$ cat config.mk
export PLATFORM = sky130hd
export DESIGN_NAME = multiplexed_io_port_set
export DESIGN_NICKNAME = d
export VERILOG_FILES = /design/src/hdl/io_port_pkg.sv /design/src/hdl/multiplexed_io_port_set.sv
export SDC_FILE = /design/constraint.sdc
export NUM_CORES = 1
export LEC_CHECK = 0
export ABC_AREA = 1
export ABC_CLOCK_PERIOD_IN_PS = 1900
export BUFFER_PORTS_ARGS = -buffer_cell sky130_fd_sc_hd__buf_2
export CAP_MARGIN = 10
export CORE_UTILIZATION = 46
export DETAILED_ROUTE_END_ITERATION = 8
export GPL_TIMING_DRIVEN = 1
export HOLD_SLACK_MARGIN = 0.08
export PLACE_DENSITY = 0.78
export SLEW_MARGIN = 25
export SYNTH_ARGS = -nofsm -noshare
export SYNTH_HDL_FRONTEND = slang
export SYNTH_SLANG_ARGS = --single-unit
$ cat constraint.sdc
create_clock -name clock -period 1.9 [get_ports clock]
set_input_delay 0.19 -clock clock [delete_from_list [all_inputs] [get_ports clock]]
set_output_delay 0.19 -clock clock [all_outputs]
set_load 0.005 [all_outputs]
$ cat src/hdl/io_port_pkg.sv
// Package with register map, reset values and carrier types of the port set.
package io_port_pkg;

	// ==========================================================
	// Register map
	localparam int          NUM_REGS        = 12;
	localparam int          ADDR_W          = 4;
	localparam logic [3:0]  ZERO_LATCH      = 4'h0;
	localparam logic [3:0]  ZERO_DIR        = 4'h1;
	localparam logic [3:0]  ONE_LATCH       = 4'h2;
	localparam logic [3:0]  ONE_DIR         = 4'h3;
	localparam logic [3:0]  TWO_LATCH       = 4'h4;
	localparam logic [3:0]  SERIAL_LATCH    = 4'h5;
	localparam logic [3:0]  PWM_LATCH       = 4'h6;
	localparam logic [3:0]  ANA_A_LATCH     = 4'h7;
	localparam logic [3:0]  ANA_A_CTRL      = 4'h8;
	localparam logic [3:0]  ANA_B_LATCH     = 4'h9;
	localparam logic [3:0]  ANA_B_CTRL      = 4'ha;
	localparam logic [3:0]  MISC_CTRL       = 4'hb;

	// ==========================================================
	// Reset values
	localparam logic [7:0] RESET_VAL [NUM_REGS] = '{
		8'h00, 8'h00, 8'h00, 8'h00, 8'h07, 8'hff,
		8'h1f, 8'h00, 8'h00, 8'h00, 8'h00, 8'h00};
	localparam logic [7:0] ALL_ONES   = 8'hff;
	localparam logic [7:0] ALL_ZEROS  = 8'h00;
	localparam logic [7:0] TWO_MASK   = 8'h07;
	localparam logic [7:0] PWM_MASK   = 8'h1f;

	// ==========================================================
	// Alternate pin positions
	localparam int TIMER_TWO_BIT    = 5;
	localparam int PULSE_BIT        = 4;
	localparam int DIVIDER_BIT      = 3;
	localparam int IRQ_THREE_BIT    = 2;
	localparam int IRQ_FIVE_BIT     = 0;
	localparam int SO_TWO_BIT       = 7;
	localparam int SI_TWO_BIT       = 6;
	localparam int SCK_TWO_BIT      = 5;
	localparam int SO_ONE_BIT       = 4;
	localparam int SI_ONE_BIT       = 3;
	localparam int SCK_ONE_BIT      = 2;
	localparam int FAST_B_BIT       = 4;
	localparam int FAST_A_BIT       = 3;
	localparam int PWM_DIV_BIT      = 2;
	localparam int IRQ_FOUR_BIT     = 1;
	localparam int IRQ_THREE_P_BIT  = 0;
	localparam int STOP_SEL_BIT     = 0;

	// ==========================================================
	// Carriers
	typedef struct packed {
		logic [7:0] out;
		logic [7:0] oe;
	} pin_drive_t;

	typedef struct packed {
		logic pulse_pattern_out;
		logic divider_out;
		logic serial_one_data_out;
		logic serial_one_clock_out;
		logic serial_one_clock_int;
		logic serial_two_data_out;
		logic serial_two_clock_out;
		logic serial_two_clock_int;
		logic fast_pwm_out_a;
		logic fast_pwm_out_b;
		logic pwm_or_divider_out;
	} alt_out_t;

	typedef struct packed {
		logic       ext_irq_two;
		logic       ext_irq_three;
		logic       ext_irq_four;
		logic       ext_irq_five;
		logic       stop_release;
		logic       timer_one_in;
		logic       timer_two_in;
		logic       timer_three_in;
		logic       timer_four_in;
		logic       serial_one_clock;
		logic       serial_one_data_in;
		logic       serial_two_clock;
		logic       serial_two_data_in;
		logic [7:0] analog_sel_a;
		logic [7:0] analog_sel_b;
	} alt_in_t;

endpackage : io_port_pkg

$ cat src/hdl/multiplexed_io_port_set.sv
// Seven multiplexed parallel ports with latches, direction control and alternate pins.
//
// Function
// (RL1) Two 8-bit ports, per-bit direction by software.
// (RL2) Reset makes every programmable bit an input.
// (RL3) Latch one before pulse or divider output.
// (RL4) 3-bit latched port; latch one for alternates.
// (RL5) Serial port latch one for input/serial.
// (RL6) 5-bit port: PWM outputs, irq/timer inputs.
// (RL7) Two 8-bit analog ports, control selects analog.
// (RL8) One pin: interrupt or stop release input.
// (RL9) One pin feeds irq two and timer one.
// (RL10) Two pins feed irq/timer pairs on 5-bit port.
// (RL11) Serial clocks driven internally, received externally.
// (RL12) Inputs read pin; outputs drive latch value.
`timescale 1ns/100ps
`default_nettype none

module multiplexed_io_port_set
	import io_port_pkg::*;
(
	input  wire logic              clock,
	input  wire logic              rst_n,
	input  wire logic [ADDR_W-1:0] addr,
	input  wire logic [7:0]        wdata,
	input  wire logic              wr_en,
	input  wire logic              rd_en,
	output var  logic [7:0]        rdata,
	input  wire logic [7:0]        port_zero_pins_in,
	input  wire logic [7:0]        port_one_pins_in,
	input  wire logic [2:0]        port_two_pins_in,
	input  wire logic [7:0]        serial_pin_port_in,
	input  wire logic [4:0]        pwm_pin_port_in,
	input  wire logic [7:0]        analog_port_a_in,
	input  wire logic [7:0]        analog_port_b_in,
	output var  pin_drive_t        port_zero_pins_drv,
	output var  pin_drive_t        port_one_pins_drv,
	output var  pin_drive_t        port_two_pins_drv,
	output var  pin_drive_t        serial_pin_port_drv,
	output var  pin_drive_t        pwm_pin_port_drv,
	output var  pin_drive_t        analog_port_a_drv,
	output var  pin_drive_t        analog_port_b_drv,
	input  wire alt_out_t          alt_out,
	output var  alt_in_t           alt_in
);

	// ==========================================================
	// Register file
	logic [7:0] regs_q [NUM_REGS];

	genvar gi;
	generate
		for (gi = 0; gi < NUM_REGS; gi++) begin : g_reg
			always_ff @(posedge clock or negedge rst_n) begin
				if (!rst_n) begin
					regs_q[gi] <= RESET_VAL[gi]; // see (RL2)
				end else if (wr_en && addr == ADDR_W'(gi)) begin
					regs_q[gi] <= wdata; // see (RL1)
				end
			end
		end
	endgenerate

	wire logic [7:0] zero_latch = regs_q[ZERO_LATCH];
	wire logic [7:0] zero_dir   = regs_q[ZERO_DIR];
	wire logic [7:0] one_latch  = regs_q[ONE_LATCH];
	wire logic [7:0] one_dir    = regs_q[ONE_DIR];
	wire logic [7:0] two_latch  = regs_q[TWO_LATCH] & TWO_MASK;
	wire logic [7:0] ser_latch  = regs_q[SERIAL_LATCH];
	wire logic [7:0] pwm_latch  = regs_q[PWM_LATCH] & PWM_MASK;
	wire logic [7:0] a_latch    = regs_q[ANA_A_LATCH];
	wire logic [7:0] a_ctrl     = regs_q[ANA_A_CTRL];
	wire logic [7:0] b_latch    = regs_q[ANA_B_LATCH];
	wire logic [7:0] b_ctrl     = regs_q[ANA_B_CTRL];
	wire logic       stop_sel   = regs_q[MISC_CTRL][STOP_SEL_BIT];

	// ==========================================================
	// Alternate output values, one where the pin carries no alternate
	// Alternates are ANDed into the latch, so a latch left at zero pins
	// the line low; that is why software must hold the latch at one.
	wire logic [7:0] one_alt = ALL_ONES
		& ~(8'h01 << PULSE_BIT) & ~(8'h01 << DIVIDER_BIT)
		| ({7'h00, alt_out.pulse_pattern_out} << PULSE_BIT)
		| ({7'h00, alt_out.divider_out} << DIVIDER_BIT); // see (RL3)

	wire logic sck_one_val = alt_out.serial_one_clock_int ? alt_out.serial_one_clock_out : 1'b1;
	wire logic sck_two_val = alt_out.serial_two_clock_int ? alt_out.serial_two_clock_out : 1'b1;

	wire logic [7:0] ser_alt = ALL_ONES
		& ~(8'h01 << SO_TWO_BIT) & ~(8'h01 << SCK_TWO_BIT)
		& ~(8'h01 << SO_ONE_BIT) & ~(8'h01 << SCK_ONE_BIT)
		| ({7'h00, alt_out.serial_two_data_out} << SO_TWO_BIT)
		| ({7'h00, sck_two_val} << SCK_TWO_BIT)
		| ({7'h00, alt_out.serial_one_data_out} << SO_ONE_BIT)
		| ({7'h00, sck_one_val} << SCK_ONE_BIT); // see (RL11)

	wire logic [7:0] pwm_alt = PWM_MASK
		& ~(8'h01 << FAST_B_BIT) & ~(8'h01 << FAST_A_BIT) & ~(8'h01 << PWM_DIV_BIT)
		| ({7'h00, alt_out.fast_pwm_out_b} << FAST_B_BIT)
		| ({7'h00, alt_out.fast_pwm_out_a} << FAST_A_BIT)
		| ({7'h00, alt_out.pwm_or_divider_out} << PWM_DIV_BIT); // see (RL6)

	// ==========================================================
	// Pin drive decode
	// The 3-bit, serial and 5-bit ports only ever pull low; a one releases the line so the
	// same pin can serve as an input without a direction register.
	pin_drive_t zero_d, one_d, two_d, ser_d, pwm_d, ana_a_d, ana_b_d;

	assign zero_d.out  = zero_latch; // see (RL12)
	assign zero_d.oe   = zero_dir; // see (RL1)
	assign one_d.out   = one_latch & one_alt; // see (RL3)
	assign one_d.oe    = one_dir; // see (RL1)
	assign two_d.out   = ALL_ZEROS;
	assign two_d.oe    = ~two_latch & TWO_MASK; // see (RL4)
	assign ser_d.out   = ALL_ZEROS;
	assign ser_d.oe    = ~(ser_latch & ser_alt); // see (RL5)
	assign pwm_d.out   = ALL_ZEROS;
	assign pwm_d.oe    = ~(pwm_latch & pwm_alt) & PWM_MASK; // see (RL6)
	assign ana_a_d.out = a_latch;
	assign ana_a_d.oe  = a_ctrl; // see (RL7)
	assign ana_b_d.out = b_latch;
	assign ana_b_d.oe  = b_ctrl; // see (RL7)

	// ==========================================================
	// Pins seen by the on-chip peripherals
	alt_in_t alt_in_d;
	wire logic irq_five_pin = port_two_pins_in[IRQ_FIVE_BIT];

	assign alt_in_d.ext_irq_five       = irq_five_pin & ~stop_sel; // see (RL8)
	assign alt_in_d.stop_release       = irq_five_pin & stop_sel; // see (RL8)
	assign alt_in_d.ext_irq_two        = port_one_pins_in[IRQ_THREE_BIT]; // see (RL9)
	assign alt_in_d.timer_one_in       = port_one_pins_in[IRQ_THREE_BIT]; // see (RL9)
	assign alt_in_d.timer_two_in       = port_one_pins_in[TIMER_TWO_BIT];
	assign alt_in_d.ext_irq_four       = pwm_pin_port_in[IRQ_FOUR_BIT]; // see (RL10)
	assign alt_in_d.timer_four_in      = pwm_pin_port_in[IRQ_FOUR_BIT]; // see (RL10)
	assign alt_in_d.ext_irq_three      = pwm_pin_port_in[IRQ_THREE_P_BIT]; // see (RL10)
	assign alt_in_d.timer_three_in     = pwm_pin_port_in[IRQ_THREE_P_BIT]; // see (RL10)
	assign alt_in_d.serial_one_clock   = serial_pin_port_in[SCK_ONE_BIT]; // see (RL11)
	assign alt_in_d.serial_two_clock   = serial_pin_port_in[SCK_TWO_BIT]; // see (RL11)
	assign alt_in_d.serial_one_data_in = serial_pin_port_in[SI_ONE_BIT];
	assign alt_in_d.serial_two_data_in = serial_pin_port_in[SI_TWO_BIT];
	assign alt_in_d.analog_sel_a       = ~a_ctrl; // see (RL7)
	assign alt_in_d.analog_sel_b       = ~b_ctrl; // see (RL7)

	// ==========================================================
	// Read decode
	// Programmable ports return the pin for inputs and the latch for
	// outputs, so a read-modify-write never disturbs output bits.
	wire logic [7:0] zero_rd = (zero_dir & zero_latch) | (~zero_dir & port_zero_pins_in);
	wire logic [7:0] one_rd  = (one_dir & one_latch) | (~one_dir & port_one_pins_in);
	wire logic [7:0] a_rd    = (a_ctrl & a_latch) | (~a_ctrl & analog_port_a_in);
	wire logic [7:0] b_rd    = (b_ctrl & b_latch) | (~b_ctrl & analog_port_b_in);

	wire logic [7:0] rdata_d =
		!rd_en                ? ALL_ZEROS :
		addr == ZERO_LATCH    ? zero_rd :
		addr == ONE_LATCH     ? one_rd :
		addr == TWO_LATCH     ? {5'h00, port_two_pins_in} :
		addr == SERIAL_LATCH  ? serial_pin_port_in :
		addr == PWM_LATCH     ? {3'h0, pwm_pin_port_in} :
		addr == ANA_A_LATCH   ? a_rd :
		addr == ANA_B_LATCH   ? b_rd :
		addr < ADDR_W'(NUM_REGS) ? regs_q[addr] :
		ALL_ZEROS; // see (RL12)

	// ==========================================================
	// Output flops
	always_ff @(posedge clock or negedge rst_n) begin
		if (!rst_n) begin
			rdata               <= ALL_ZEROS;
			port_zero_pins_drv  <= '0; // see (RL2)
			port_one_pins_drv   <= '0; // see (RL2)
			port_two_pins_drv   <= '0;
			serial_pin_port_drv <= '0;
			pwm_pin_port_drv    <= '0;
			analog_port_a_drv   <= '0;
			analog_port_b_drv   <= '0;
			alt_in              <= '0;
		end else begin
			rdata               <= rdata_d;
			port_zero_pins_drv  <= zero_d;
			port_one_pins_drv   <= one_d;
			port_two_pins_drv   <= two_d;
			serial_pin_port_drv <= ser_d;
			pwm_pin_port_drv    <= pwm_d;
			analog_port_a_drv   <= ana_a_d;
			analog_port_b_drv   <= ana_b_d;
			alt_in              <= alt_in_d;
		end
	end
endmodule : multiplexed_io_port_set

`default_nettype wire

### Word-level counts from Yosys, hierarchy flattened

Index checks and enable logic that the tools add are counted.

| word-level totals | value |
|---|---|
| bits in registers | 210 |
| latch bits | 0 |
| bits in writable memories | 0 |
| ROM bits | 0 |
| input port bits | 75 |
| memories | 0 |

| cells by class | value |
|---|---|
| add/sub/neg operators | 0 |
| multiply operators | 0 |
| divide/modulo/power cells | 0 |
| magnitude comparators | 2 |
| eq/ne operators | 11 |
| shift operators | 0 |
| muxes and demuxes | 14 |
| bitwise logic cells | 32 |
| reduce and logical (&&, ||, !) cells | 13 |

Operator list:

| operator | count |
|---|---|
| 8-bit two-way mux | 11 |
| 8-bit bitwise AND | 10 |
| 8-bit inverter | 5 |
| 8-bit binary-select mux with 4-bit select | 1 |
| 8-bit bitwise OR | 4 |
| 4-bit by 3-bit == test with 1-bit output (second input constant) | 4 |
| 4-bit == test (second input constant) | 4 |
| 1-bit logical AND | 12 |
| 4-bit by 2-bit == test with 1-bit output (second input constant) | 2 |
| 8-bit by 3-bit bitwise OR with 8-bit output | 1 |
| 8-bit by 4-bit bitwise OR with 8-bit output | 1 |
| 8-bit by 5-bit bitwise OR with 8-bit output | 1 |
| 8-bit by 6-bit bitwise OR with 8-bit output | 1 |
| 5-bit bitwise AND | 1 |
| 5-bit greater-or-equal comparator (second input constant) | 1 |
| 4-bit inverter with 5-bit output | 1 |
| 5-bit inverter | 1 |
| 5-bit by 3-bit bitwise OR with 5-bit output | 1 |
| 5-bit by 4-bit bitwise OR with 5-bit output | 1 |
| 4-bit by 1-bit == test with 1-bit output (second input constant) | 1 |
| 4-bit zero test | 1 |
| 4-bit < comparator (second input constant) | 1 |
| 3-bit inverter | 1 |
| 1-bit bitwise AND | 2 |
| 2 further kinds | 3 |

### Longest topological paths before layout

Gate-level depths: netlist of run 1.

| depth | value |
|---|---|
| depth in word-level cells | 13 |
| mapped depth | 15 |
| depth with buffers taken out | 15 |

### Worst setup path after synthesis of run 1

No wires, ideal clock.

| timing path | value |
|---|---|
| path type | input-to-reg |
| start | in addr[1] |
| end | reg rdata[5] |
| setup time | 0.122 ns |
| data arrival time | 1.284 ns |
| data required time | 1.778 ns |
| slack | 0.494 ns |
| stages on the path | 14 |
| path buffers | 2 |
| path through | buf_4 -> nand2_2 -> inv_2 -> buf_2 -> nand2_1 -> o21ai_0 -> o21ai_0 -> nand2_1 -> o21ai_1 -> nand2_1 -> nand2_1 -> nand2_1 -> nand2_1 -> a21oi_1 |

| between the ends | value |
|---|---|
| word-level cells in the longest chain between the ends | 13 |
| elaborated cells on any way between the ends | 21 |
| those cells by class | 1 x order compare; 6 x eq/ne; 12 x mux; 1 x bitwise; 1 x reduce/logical |

RTL lines:

| what | RTL line | source |
|---|---|---|
| from (decl) | multiplexed_io_port_set.sv:24 | `input wire logic [ADDR_W-1:0] addr,` |
| 4-bit inverter with 5-bit output (implied by the code) | multiplexed_io_port_set.sv:163 | `addr < ADDR_W'(NUM_REGS) ? regs_q[addr] :` |
| 8-bit binary-select mux with 4-bit select | multiplexed_io_port_set.sv:163 |  |
| 8-bit two-way mux (implied by the code) (2 in series) | multiplexed_io_port_set.sv:163 |  |
| 8-bit two-way mux | multiplexed_io_port_set.sv:163 |  |
| 8-bit two-way mux | multiplexed_io_port_set.sv:162 | `addr == ANA_B_LATCH ? b_rd :` |
| 8-bit two-way mux | multiplexed_io_port_set.sv:161 | `addr == ANA_A_LATCH ? a_rd :` |
| 8-bit two-way mux | multiplexed_io_port_set.sv:160 | `addr == PWM_LATCH ? {3'h0, pwm_pin_port_in} :` |
| 8-bit two-way mux | multiplexed_io_port_set.sv:159 | `addr == SERIAL_LATCH ? serial_pin_port_in :` |
| 8-bit two-way mux | multiplexed_io_port_set.sv:158 | `addr == TWO_LATCH ? {5'h00, port_two_pins_in} :` |
| 8-bit two-way mux | multiplexed_io_port_set.sv:157 | `addr == ONE_LATCH ? one_rd :` |
| 8-bit two-way mux * | multiplexed_io_port_set.sv:156 | `addr == ZERO_LATCH ? zero_rd :` |
| 8-bit two-way mux * | multiplexed_io_port_set.sv:155 | `!rd_en ? ALL_ZEROS :` |
| named net rdata_d[5] | multiplexed_io_port_set.sv:154 | `wire logic [7:0] rdata_d =` |
| to (signal assigned) | multiplexed_io_port_set.sv:180 | `rdata <= rdata_d;` |
| to (decl) | multiplexed_io_port_set.sv:28 | `output var logic [7:0] rdata,` |

Mark *: on every way through the listed nets, which the timed path passes. The rest lies on a longest branch. The select of a mux whose other input is x is not followed.
A chain may end at the register's enable or synchronous reset.

### Worst setup path in the final report of run 1

| timing path | value |
|---|---|
| start | reg regs_q (netlist bit ser_latch[1]) |
| end | reg rdata[1] |

| between the ends | value |
|---|---|
| word-level cells in the longest chain between the ends | 12 |

RTL lines:

| what | RTL line | source |
|---|---|---|
| from (decl) | multiplexed_io_port_set.sv:49 | `logic [7:0] regs_q [NUM_REGS];` |
| from (signal, indexed assignment) | multiplexed_io_port_set.sv:56 | `regs_q[gi] <= RESET_VAL[gi];` |
| from (signal, indexed assignment) | multiplexed_io_port_set.sv:58 | `regs_q[gi] <= wdata;` |
| 8-bit binary-select mux with 4-bit select | multiplexed_io_port_set.sv:163 |  |
| 8-bit two-way mux (implied by the code) (2 in series) | multiplexed_io_port_set.sv:163 |  |
| 8-bit two-way mux | multiplexed_io_port_set.sv:163 |  |
| 8-bit two-way mux | multiplexed_io_port_set.sv:162 |  |
| 8-bit two-way mux | multiplexed_io_port_set.sv:161 |  |
| 8-bit two-way mux | multiplexed_io_port_set.sv:160 |  |
| 8-bit two-way mux | multiplexed_io_port_set.sv:159 |  |
| 8-bit two-way mux | multiplexed_io_port_set.sv:158 |  |
| 8-bit two-way mux | multiplexed_io_port_set.sv:157 |  |
| 8-bit two-way mux | multiplexed_io_port_set.sv:156 |  |
| 8-bit two-way mux | multiplexed_io_port_set.sv:155 |  |
| named net rdata_d[1] | multiplexed_io_port_set.sv:154 |  |

The timed path passes the listed nets, and every way through them passes these cells. The select of a mux whose other input is x is not followed.

==> results.cfg, run 1 <==
[outcome]
status = finished, final reports clean

[clock_tree]
htree_levels = 1
clockRootBuffer = clkbuf_16
postCtsSetupBuffers = 0
cts.clk_slew.worst_paths_ps = 70
clockBufferDepth = 3
cts.sinks = 210
cts_inserted_buffers = 21
clock_latency_ps = 490
cts_tree = done

[cells_and_area]
final_cell_mix = nand2_1, dfrtp_1, buf_2, o21ai_0, inv_1
fin_nets = 1172
diodes = 0
layout_commonest_cell = nand2_1
fillCellCount = 1496
instances_no_fill = 1336
area_growth_pct = 27.0
final_core_util = 0.605
layout-drive-gt1-share = 0.272

[timing]
period_share = 0.845
fin_worst_skew_ps = 8.17
rsz0062_at_grt = no
relSlewSlack = 0.577
period_minus_slack_ps = 1610
tightestPinTransition_ps = 633
fin_tns_setup_ps = 0
slew_violations = 0
hold_ws_ps = 103
setup_violations = 0
max_freq_ghz = 0.623
hold_violations = 0

[synth]
synth_top_family_by_area = simple AND/OR/NAND/NOR gates
async_flop_share = 1.00
synth-simple-area-share = 0.161
ys_types = 31
avgSynthCellArea_um2 = 9.76
yosysWarnings = 0
synth_seq_cells = 210
synth_xor_area_frac = 0
ys_seq_area_frac = 0.631
synth_top_flop_cell = dfrtp_1
synthCells = 856
syn_area_um2 = 8360
synth_compound_area_frac = 0.113
synth_fa_ha_area_frac = 0
synth-edff-count = 0
synthMuxAreaShare = 0.0204

[worst_setup_path]
cp.arrival_ps = 2020
worstPathCellList = inv_1, o22ai_1, o21ai_1, nand3_1, nand2_1, nand2_1, nand2_1, nand2_1, nand2_1, a21oi_1
critPathLaunchType = register
critPathKind = reg -> reg
crit_slowest_cell = dfstp_2
crit_fanout = 2
cpMostUsedCell = nand2_1
crit_required_ps = 2310
critPathCaptureType = register
cp_slowest_stage_delay_ps = 530

[global_routing]
grt_pass1_wl_um = 38200
grt_pass1_vias = 6722
grt.overflow.total = 0
antenna_found_initial = 1
grt.total_usage = 0.276
grt_max_degree = 59

[place]
dpl.cell_count = 1268
gp_congestion = 1.05
numPortBuffers = 191
dp_hpwl_um = 18000

[job]
drv_cap = 0

[pwr]
power.leakage_nw = 5.39
vdd_ir_drop_max_mv = 0.885
power.density_nw_per_um2 = 1160

[die]
start_util = 0.477
dieArea_um2 = 18700
fp.dieH_um = 137
ios = 224
rows = 48
dieWidth_um = 137
core_um2 = 17500

[detailed_routing]
firstDrtPassIters = 5
via_count = 6914
wl_um = 25200
wl_per_cell_um = 18.8
drc_errors = 0
first_iter_violations = 561
vias_per_cell = 5.18
ant_nets = 0

[hold_path]
hold_class = in -> reg
-- area by class of cell --
cell class / count / area [µm²] / share of cell area
Sequential cell: 210 / 5280 / 0.497
Clock buffer: 30 / 619 / 0.0583
Clock inverter: 7 / 115 / 0.0108
Tap cell: 225 / 282 / 0.0265
Inverter: 59 / 224 / 0.0211
Timing Repair Buffer: 250 / 1520 / 0.143
Multi-Input combinational cell: 555 / 2580 / 0.243
-- through the flow --
step,area [µm²],total power [W],worst slack (ps)
3_5_place_dp,9570,0.00797,36.6
5_1_grt,10600,0.0129,76.3
4_1_cts,10600,0.0124,296
6_report,10600,0.0123,294
3_3_place_gp,9570,0.00792,-1.25
2_1_floorplan,8470,0.00683,494
-- kinds of logic (layout without fill, tap and decap cells) --
logic type / after synthesis / count (layout)
multiplexers: 16 / 16
flip-flops: 210 / 210
AND/OR/NAND/NOR: 330 / 330
AO/OA/AOI/OAI: 177 / 177
buffers and inverters: 122 / 346
other: 1 / 32
-- power breakdown --
| group | internal [W] | switching (W) | total (W) |
|---|---|---|---|
| sequential | 0.00540 | 0.000613 | 0.00601 |
| clock | 0.00267 | 0.00170 | 0.00437 |
| combinational | 0.000846 | 0.00112 | 0.00197 |
| total | 0.00892 | 0.00343 | 0.0123 |
-- path summary, 6_finish.rpt --
path                       cells past startpoint  slack (ps)                        endpoint                startpoint
max                                           10         290              rdata[1]$_DFF_PN0_  ser_latch[1]$_DFFE_PN1P_
min in group asynchronous                      2         210          b_latch[5]$_DFFE_PN0P_                     rst_n
min                                            5         100              rdata[7]$_DFF_PN0_      port_zero_pins_in[7]
max in group asynchronous                      3        1010        pwm_latch[1]$_DFFE_PN1P_                     rst_n
max reg2reg                                   10         290              rdata[1]$_DFF_PN0_  ser_latch[1]$_DFFE_PN1P_
min reg2reg                                    0         400  analog_port_b_drv[3]$_DFF_PN0_     b_ctrl[3]$_DFFE_PN0P_
-- metal layers --
metal  vias up  routed length [µm]  GRT usage
li1       3176                   -          -
met1      3333               10900      0.388
met2       346               11800      0.438
met3        57                1810     0.0396
met4         2                 701     0.0958
met5         -                  14          0
-- synth_stat cells, types with 3 or more instances --
cell type	n	share of area
nor2_4	3	0.0040
dfrtp_1	194	0.58
o21ai_0	94	0.056
nor2_2	7	0.0052
nand2_2	4	0.0030
a31oi_1	7	0.0052
nand4_1	5	0.0037
inv_1	52	0.023
nand2_1	272	0.12
inv_2	6	0.0027
a22oi_1	16	0.014
mux2i_1	8	0.0096
a21oi_1	29	0.017
buf_4	39	0.035
clkbuf_1	11	0.0049
buf_2	12	0.0072
dfstp_2	16	0.050
nor2_1	25	0.011
mux2_2	8	0.011
nand3_1	10	0.0060
o21ai_1	28	0.017
-- worst max-delay path, delay by kind of cell, from the launching register on --
family | cells | cell delay (ps)
AO/OA/AOI/OAI | 3 | 540
buffers and inverters | 1 | 60
AND/OR/NAND/NOR | 6 | 380
flip-flops | 1 | 530
-- what timing repair did --
| action | 4_1_cts | 5_1_grt |
|---|---|---|
| hold buffers | 31 | 0 |
| gates resized for setup | 0 | 0 |
| endpoints found under the hold margin | 219 | 0 |
| endpoints found under the setup margin | 0 | 0 |
-- flip-flops by register name, indices dropped and copies added (netlist names), 16 cells and up --
| name | cells |
|---|---|
| regs_q | 19 |
| analog_port_a_drv | 16 |
| port_zero_pins_drv | 16 |
| port_one_pins_drv | 16 |
| analog_port_b_drv | 16 |
| alt_in | 26 |
(Power assumes the default switching activity.)
==> run 2, diff against run 1 <==
--- a/config.mk
+++ b/config.mk
@@ -5,8 +5,8 @@
 export SDC_FILE = /design/constraint.sdc
 export NUM_CORES = 1
 export LEC_CHECK = 0
-export ABC_AREA = 1
-export ABC_CLOCK_PERIOD_IN_PS = 1900
+export ABC_AREA = 0
+export ABC_CLOCK_PERIOD_IN_PS = 1650
 export BUFFER_PORTS_ARGS = -buffer_cell sky130_fd_sc_hd__buf_2
 export CAP_MARGIN = 10
 export CORE_UTILIZATION = 46
==> constraint.sdc (replaced) <==
create_clock -name clock -period 1.65 [get_ports clock]
set_input_delay 0.165 -clock clock [delete_from_list [all_inputs] [get_ports clock]]
set_output_delay 0.165 -clock clock [all_outputs]
set_load 0.005 [all_outputs]
==> results.cfg, run 2 <==
[clock_tree]
cts.sinks = 210
cts_tree = done
clockBufferDepth = 3
cts.clk_slew.worst_paths_ps = 70
cts_inserted_buffers = 23
clock_latency_ps = 500
clockRootBuffer = clkbuf_16
htree_levels = 1

[worst_setup_path]
cp.arrival_ps = 1920
crit_required_ps = 2010
crit_fanout = 2
critPathKind = reg -> reg
crit_slowest_cell = mux4_1
cp_slowest_stage_delay_ps = 510
critPathLaunchType = register
cp_top_family = compound AO/OA/AOI/OAI gates
regToRegSetupSlack_ps = 90
critPathCaptureType = register
reg2regPathDepth = 4
crit_path_start = one_dir[1]$_DFFE_PN0P_
crit_buf_inv = 0
worstPathCellList = mux4_1, a22o_1, o31ai_2, a211oi_1
cp.depth = 4
rr_startpoint = one_dir[1]$_DFFE_PN0P_
timing.rr.end = rdata[1]$_DFF_PN0_

[cells_and_area]
instances_no_fill = 1147
reg_top3 = alt_in x26, regs_q x19
max_flop_register = alt_in
layout-drive-gt1-share = 0.497
fin_nets = 976
area_growth_pct = 31.0
fillCellCount = 1403
final_core_util = 0.622
largest_reg_flops = 26
final_cell_mix = dfrtp_1, buf_2, mux2_2, buf_4, mux2i_1
layout_commonest_cell = dfrtp_1

[die]
dieArea_um2 = 19400
dieWidth_um = 139
fp.dieH_um = 139
ios = 224
rows = 49
start_util = 0.475
core_um2 = 18200

[outcome]
violations = DRC
status = finished, violations left

[synth]
synth-edff-count = 0
yosysMostFrequentCell = dfrtp_1
yosysWarnings = 0
synth_top_cell_by_area = dfrtp_1
synth_seq_cells = 210
synthCells = 614
synth_common_cells = dfrtp_1, mux2_2, buf_4, mux2i_1, inv_1
ys_types = 60
syn_area_um2 = 8650
synth_area_leaders = dfrtp_1, mux2_2, dfstp_2
async_flop_share = 1.00
avgSynthCellArea_um2 = 14.1
synth_top_flop_cell = dfrtp_1
ys_seq_area_frac = 0.610
synth.top_cell.area_share = 0.561

[pwr]
power_frac_seq = 0.468
power.density_nw_per_um2 = 1320
pwr-share-clk = 0.351
combPwrFrac = 0.182
power.leakage_nw = 5.40
switching_share = 0.262
p_switching_w = 0.00393
p_int_w = 0.0111
vdd_ir_drop_max_mv = 0.912

[global_routing]
grt.met3_usage = 0.0342
grt_pass1_vias = 6327
antenna_found_initial = 0
grt.total_usage = 0.249
grt.overflow.total = 0
grt_pass1_wl_um = 36700
use_met2 = 0.414
grt_most_used_layer = met2
grt_max_degree = 54
use_met1 = 0.338

[hold_path]
min_to = regs_q[45]$_DFFE_PN0P_
hold_class = in -> reg
worstHoldPathCells = 2
min_from = wdata[5]

[detailed_routing]
firstDrtPassIters = 9
first_iter_violations = 424
drc_errors = 36
via_count = 6031
ant_nets = 0
vias_per_cell = 5.26
wl_um = 23400
wl_per_cell_um = 20.4

[place]
dpl.cell_count = 1081
pre_cts_ws_ps = -193
gp_congestion = 0.976
dp_hpwl_um = 16900
numPortBuffers = 191

[timing]
hold_violations = 0
setup_violations = 0
setup_slack_ps = 90.9
slew_violations = 0
rsz0062_at_grt = no
period_minus_slack_ps = 1560
max_freq_ghz = 0.641
fin_worst_skew_ps = 14.9
period_share = 0.945

[job]
drv_cap = 0
==> run 2: cell types whose count changed after synthesis, sizes merged, moves of 8 or more <==
cell	before	now
mux2	8	101
a22oi	16	5
mux2i	8	36
nor2	35	22
mux4	0	13
o21ai	122	11
a21oi	29	8
a211oi	0	8
inv	59	31
nand2	277	26
==> run 2: worst max-delay path by stage <==
stage	endpoint	slack, ps
6_report	rdata[1]$_DFF_PN0_	90
5_1_grt	rdata[5]$_DFF_PN0_	30
4_1_cts	rdata[1]$_DFF_PN0_	10
3_5_place_dp	rdata[5]$_DFF_PN0_	-190
3_3_place_gp	rdata[5]$_DFF_PN0_	-60
2_1_floorplan	rdata[1]$_DFF_PN0_	150
==> run 2: per-layer routing <==
layer	wire length (µm)	part of all wire
met3	1410	0.060
met4	645	0.028
met1	9990	0.43
met5	0	0
met2	11400	0.49
==> run 2: repair_timing <==
| item | in CTS | in global routing |
|---|---|---|
| resized for setup | 1 | 0 |
| hold endpoints to repair | 229 | 0 |
| pin swaps | 0 | 2 |
| setup endpoints to repair | 1 | 1 |
| hold buffers | 24 | 0 |
| cloned | 0 | 0 |
| setup buffers | 0 | 0 |
==> run 2: power by group through the flow <==
stage               Combinational, W  Sequential (W)  Clock (W)
floorplan                    0.00127         0.00699          0
global placement             0.00260         0.00706          0
detailed placement           0.00267         0.00708          0
CTS                          0.00275         0.00701    0.00534
global route                 0.00295         0.00714    0.00557
finish                       0.00273         0.00702    0.00526
==> run 2: metrics by stage <==
step                total power [W]  hold WS [ps]  setup TNS, ps  instance area (µm²)
finish                       0.0150          98.7              0                11300
floorplan                   0.00827          -131              0                 8770
global placement            0.00967           117           -209                10300
detailed placement          0.00975           126           -686                10300
global route                 0.0157           116              0                11300
CTS                          0.0151          88.2              0                11300
==> run 2: final cells by class <==
cell class                 instances  area (µm²)  area share
clock buffer                      30         642      0.0566
inverter                          31         116      0.0103
clock inverter                    11         145      0.0128
tap                              229         287      0.0253
antenna                            1        2.50    0.000221
timing repair buffer             294        1910       0.169
sequential                       210        5280       0.465
multi-input combinational        341        2960       0.261
==> run 2: worst reg2reg max path, delay by kind of cell (launching register included) <==
kind / cells / cell delay, ps
flip-flops: 1 / 380
multiplexers: 1 / 510
AO/OA/AOI/OAI: 3 / 540
==> run 2: logic make-up after synthesis <==
family                    Yosys count  synth area share
DFF                               210             0.610
AOI/OAI and AO/OA                  73            0.0616
xor gates and xnor gates            1           0.00101
other                               1          0.000433
buffers and inverters              94            0.0630
and+or+nand+nor                    85            0.0567
muxes                             150             0.208
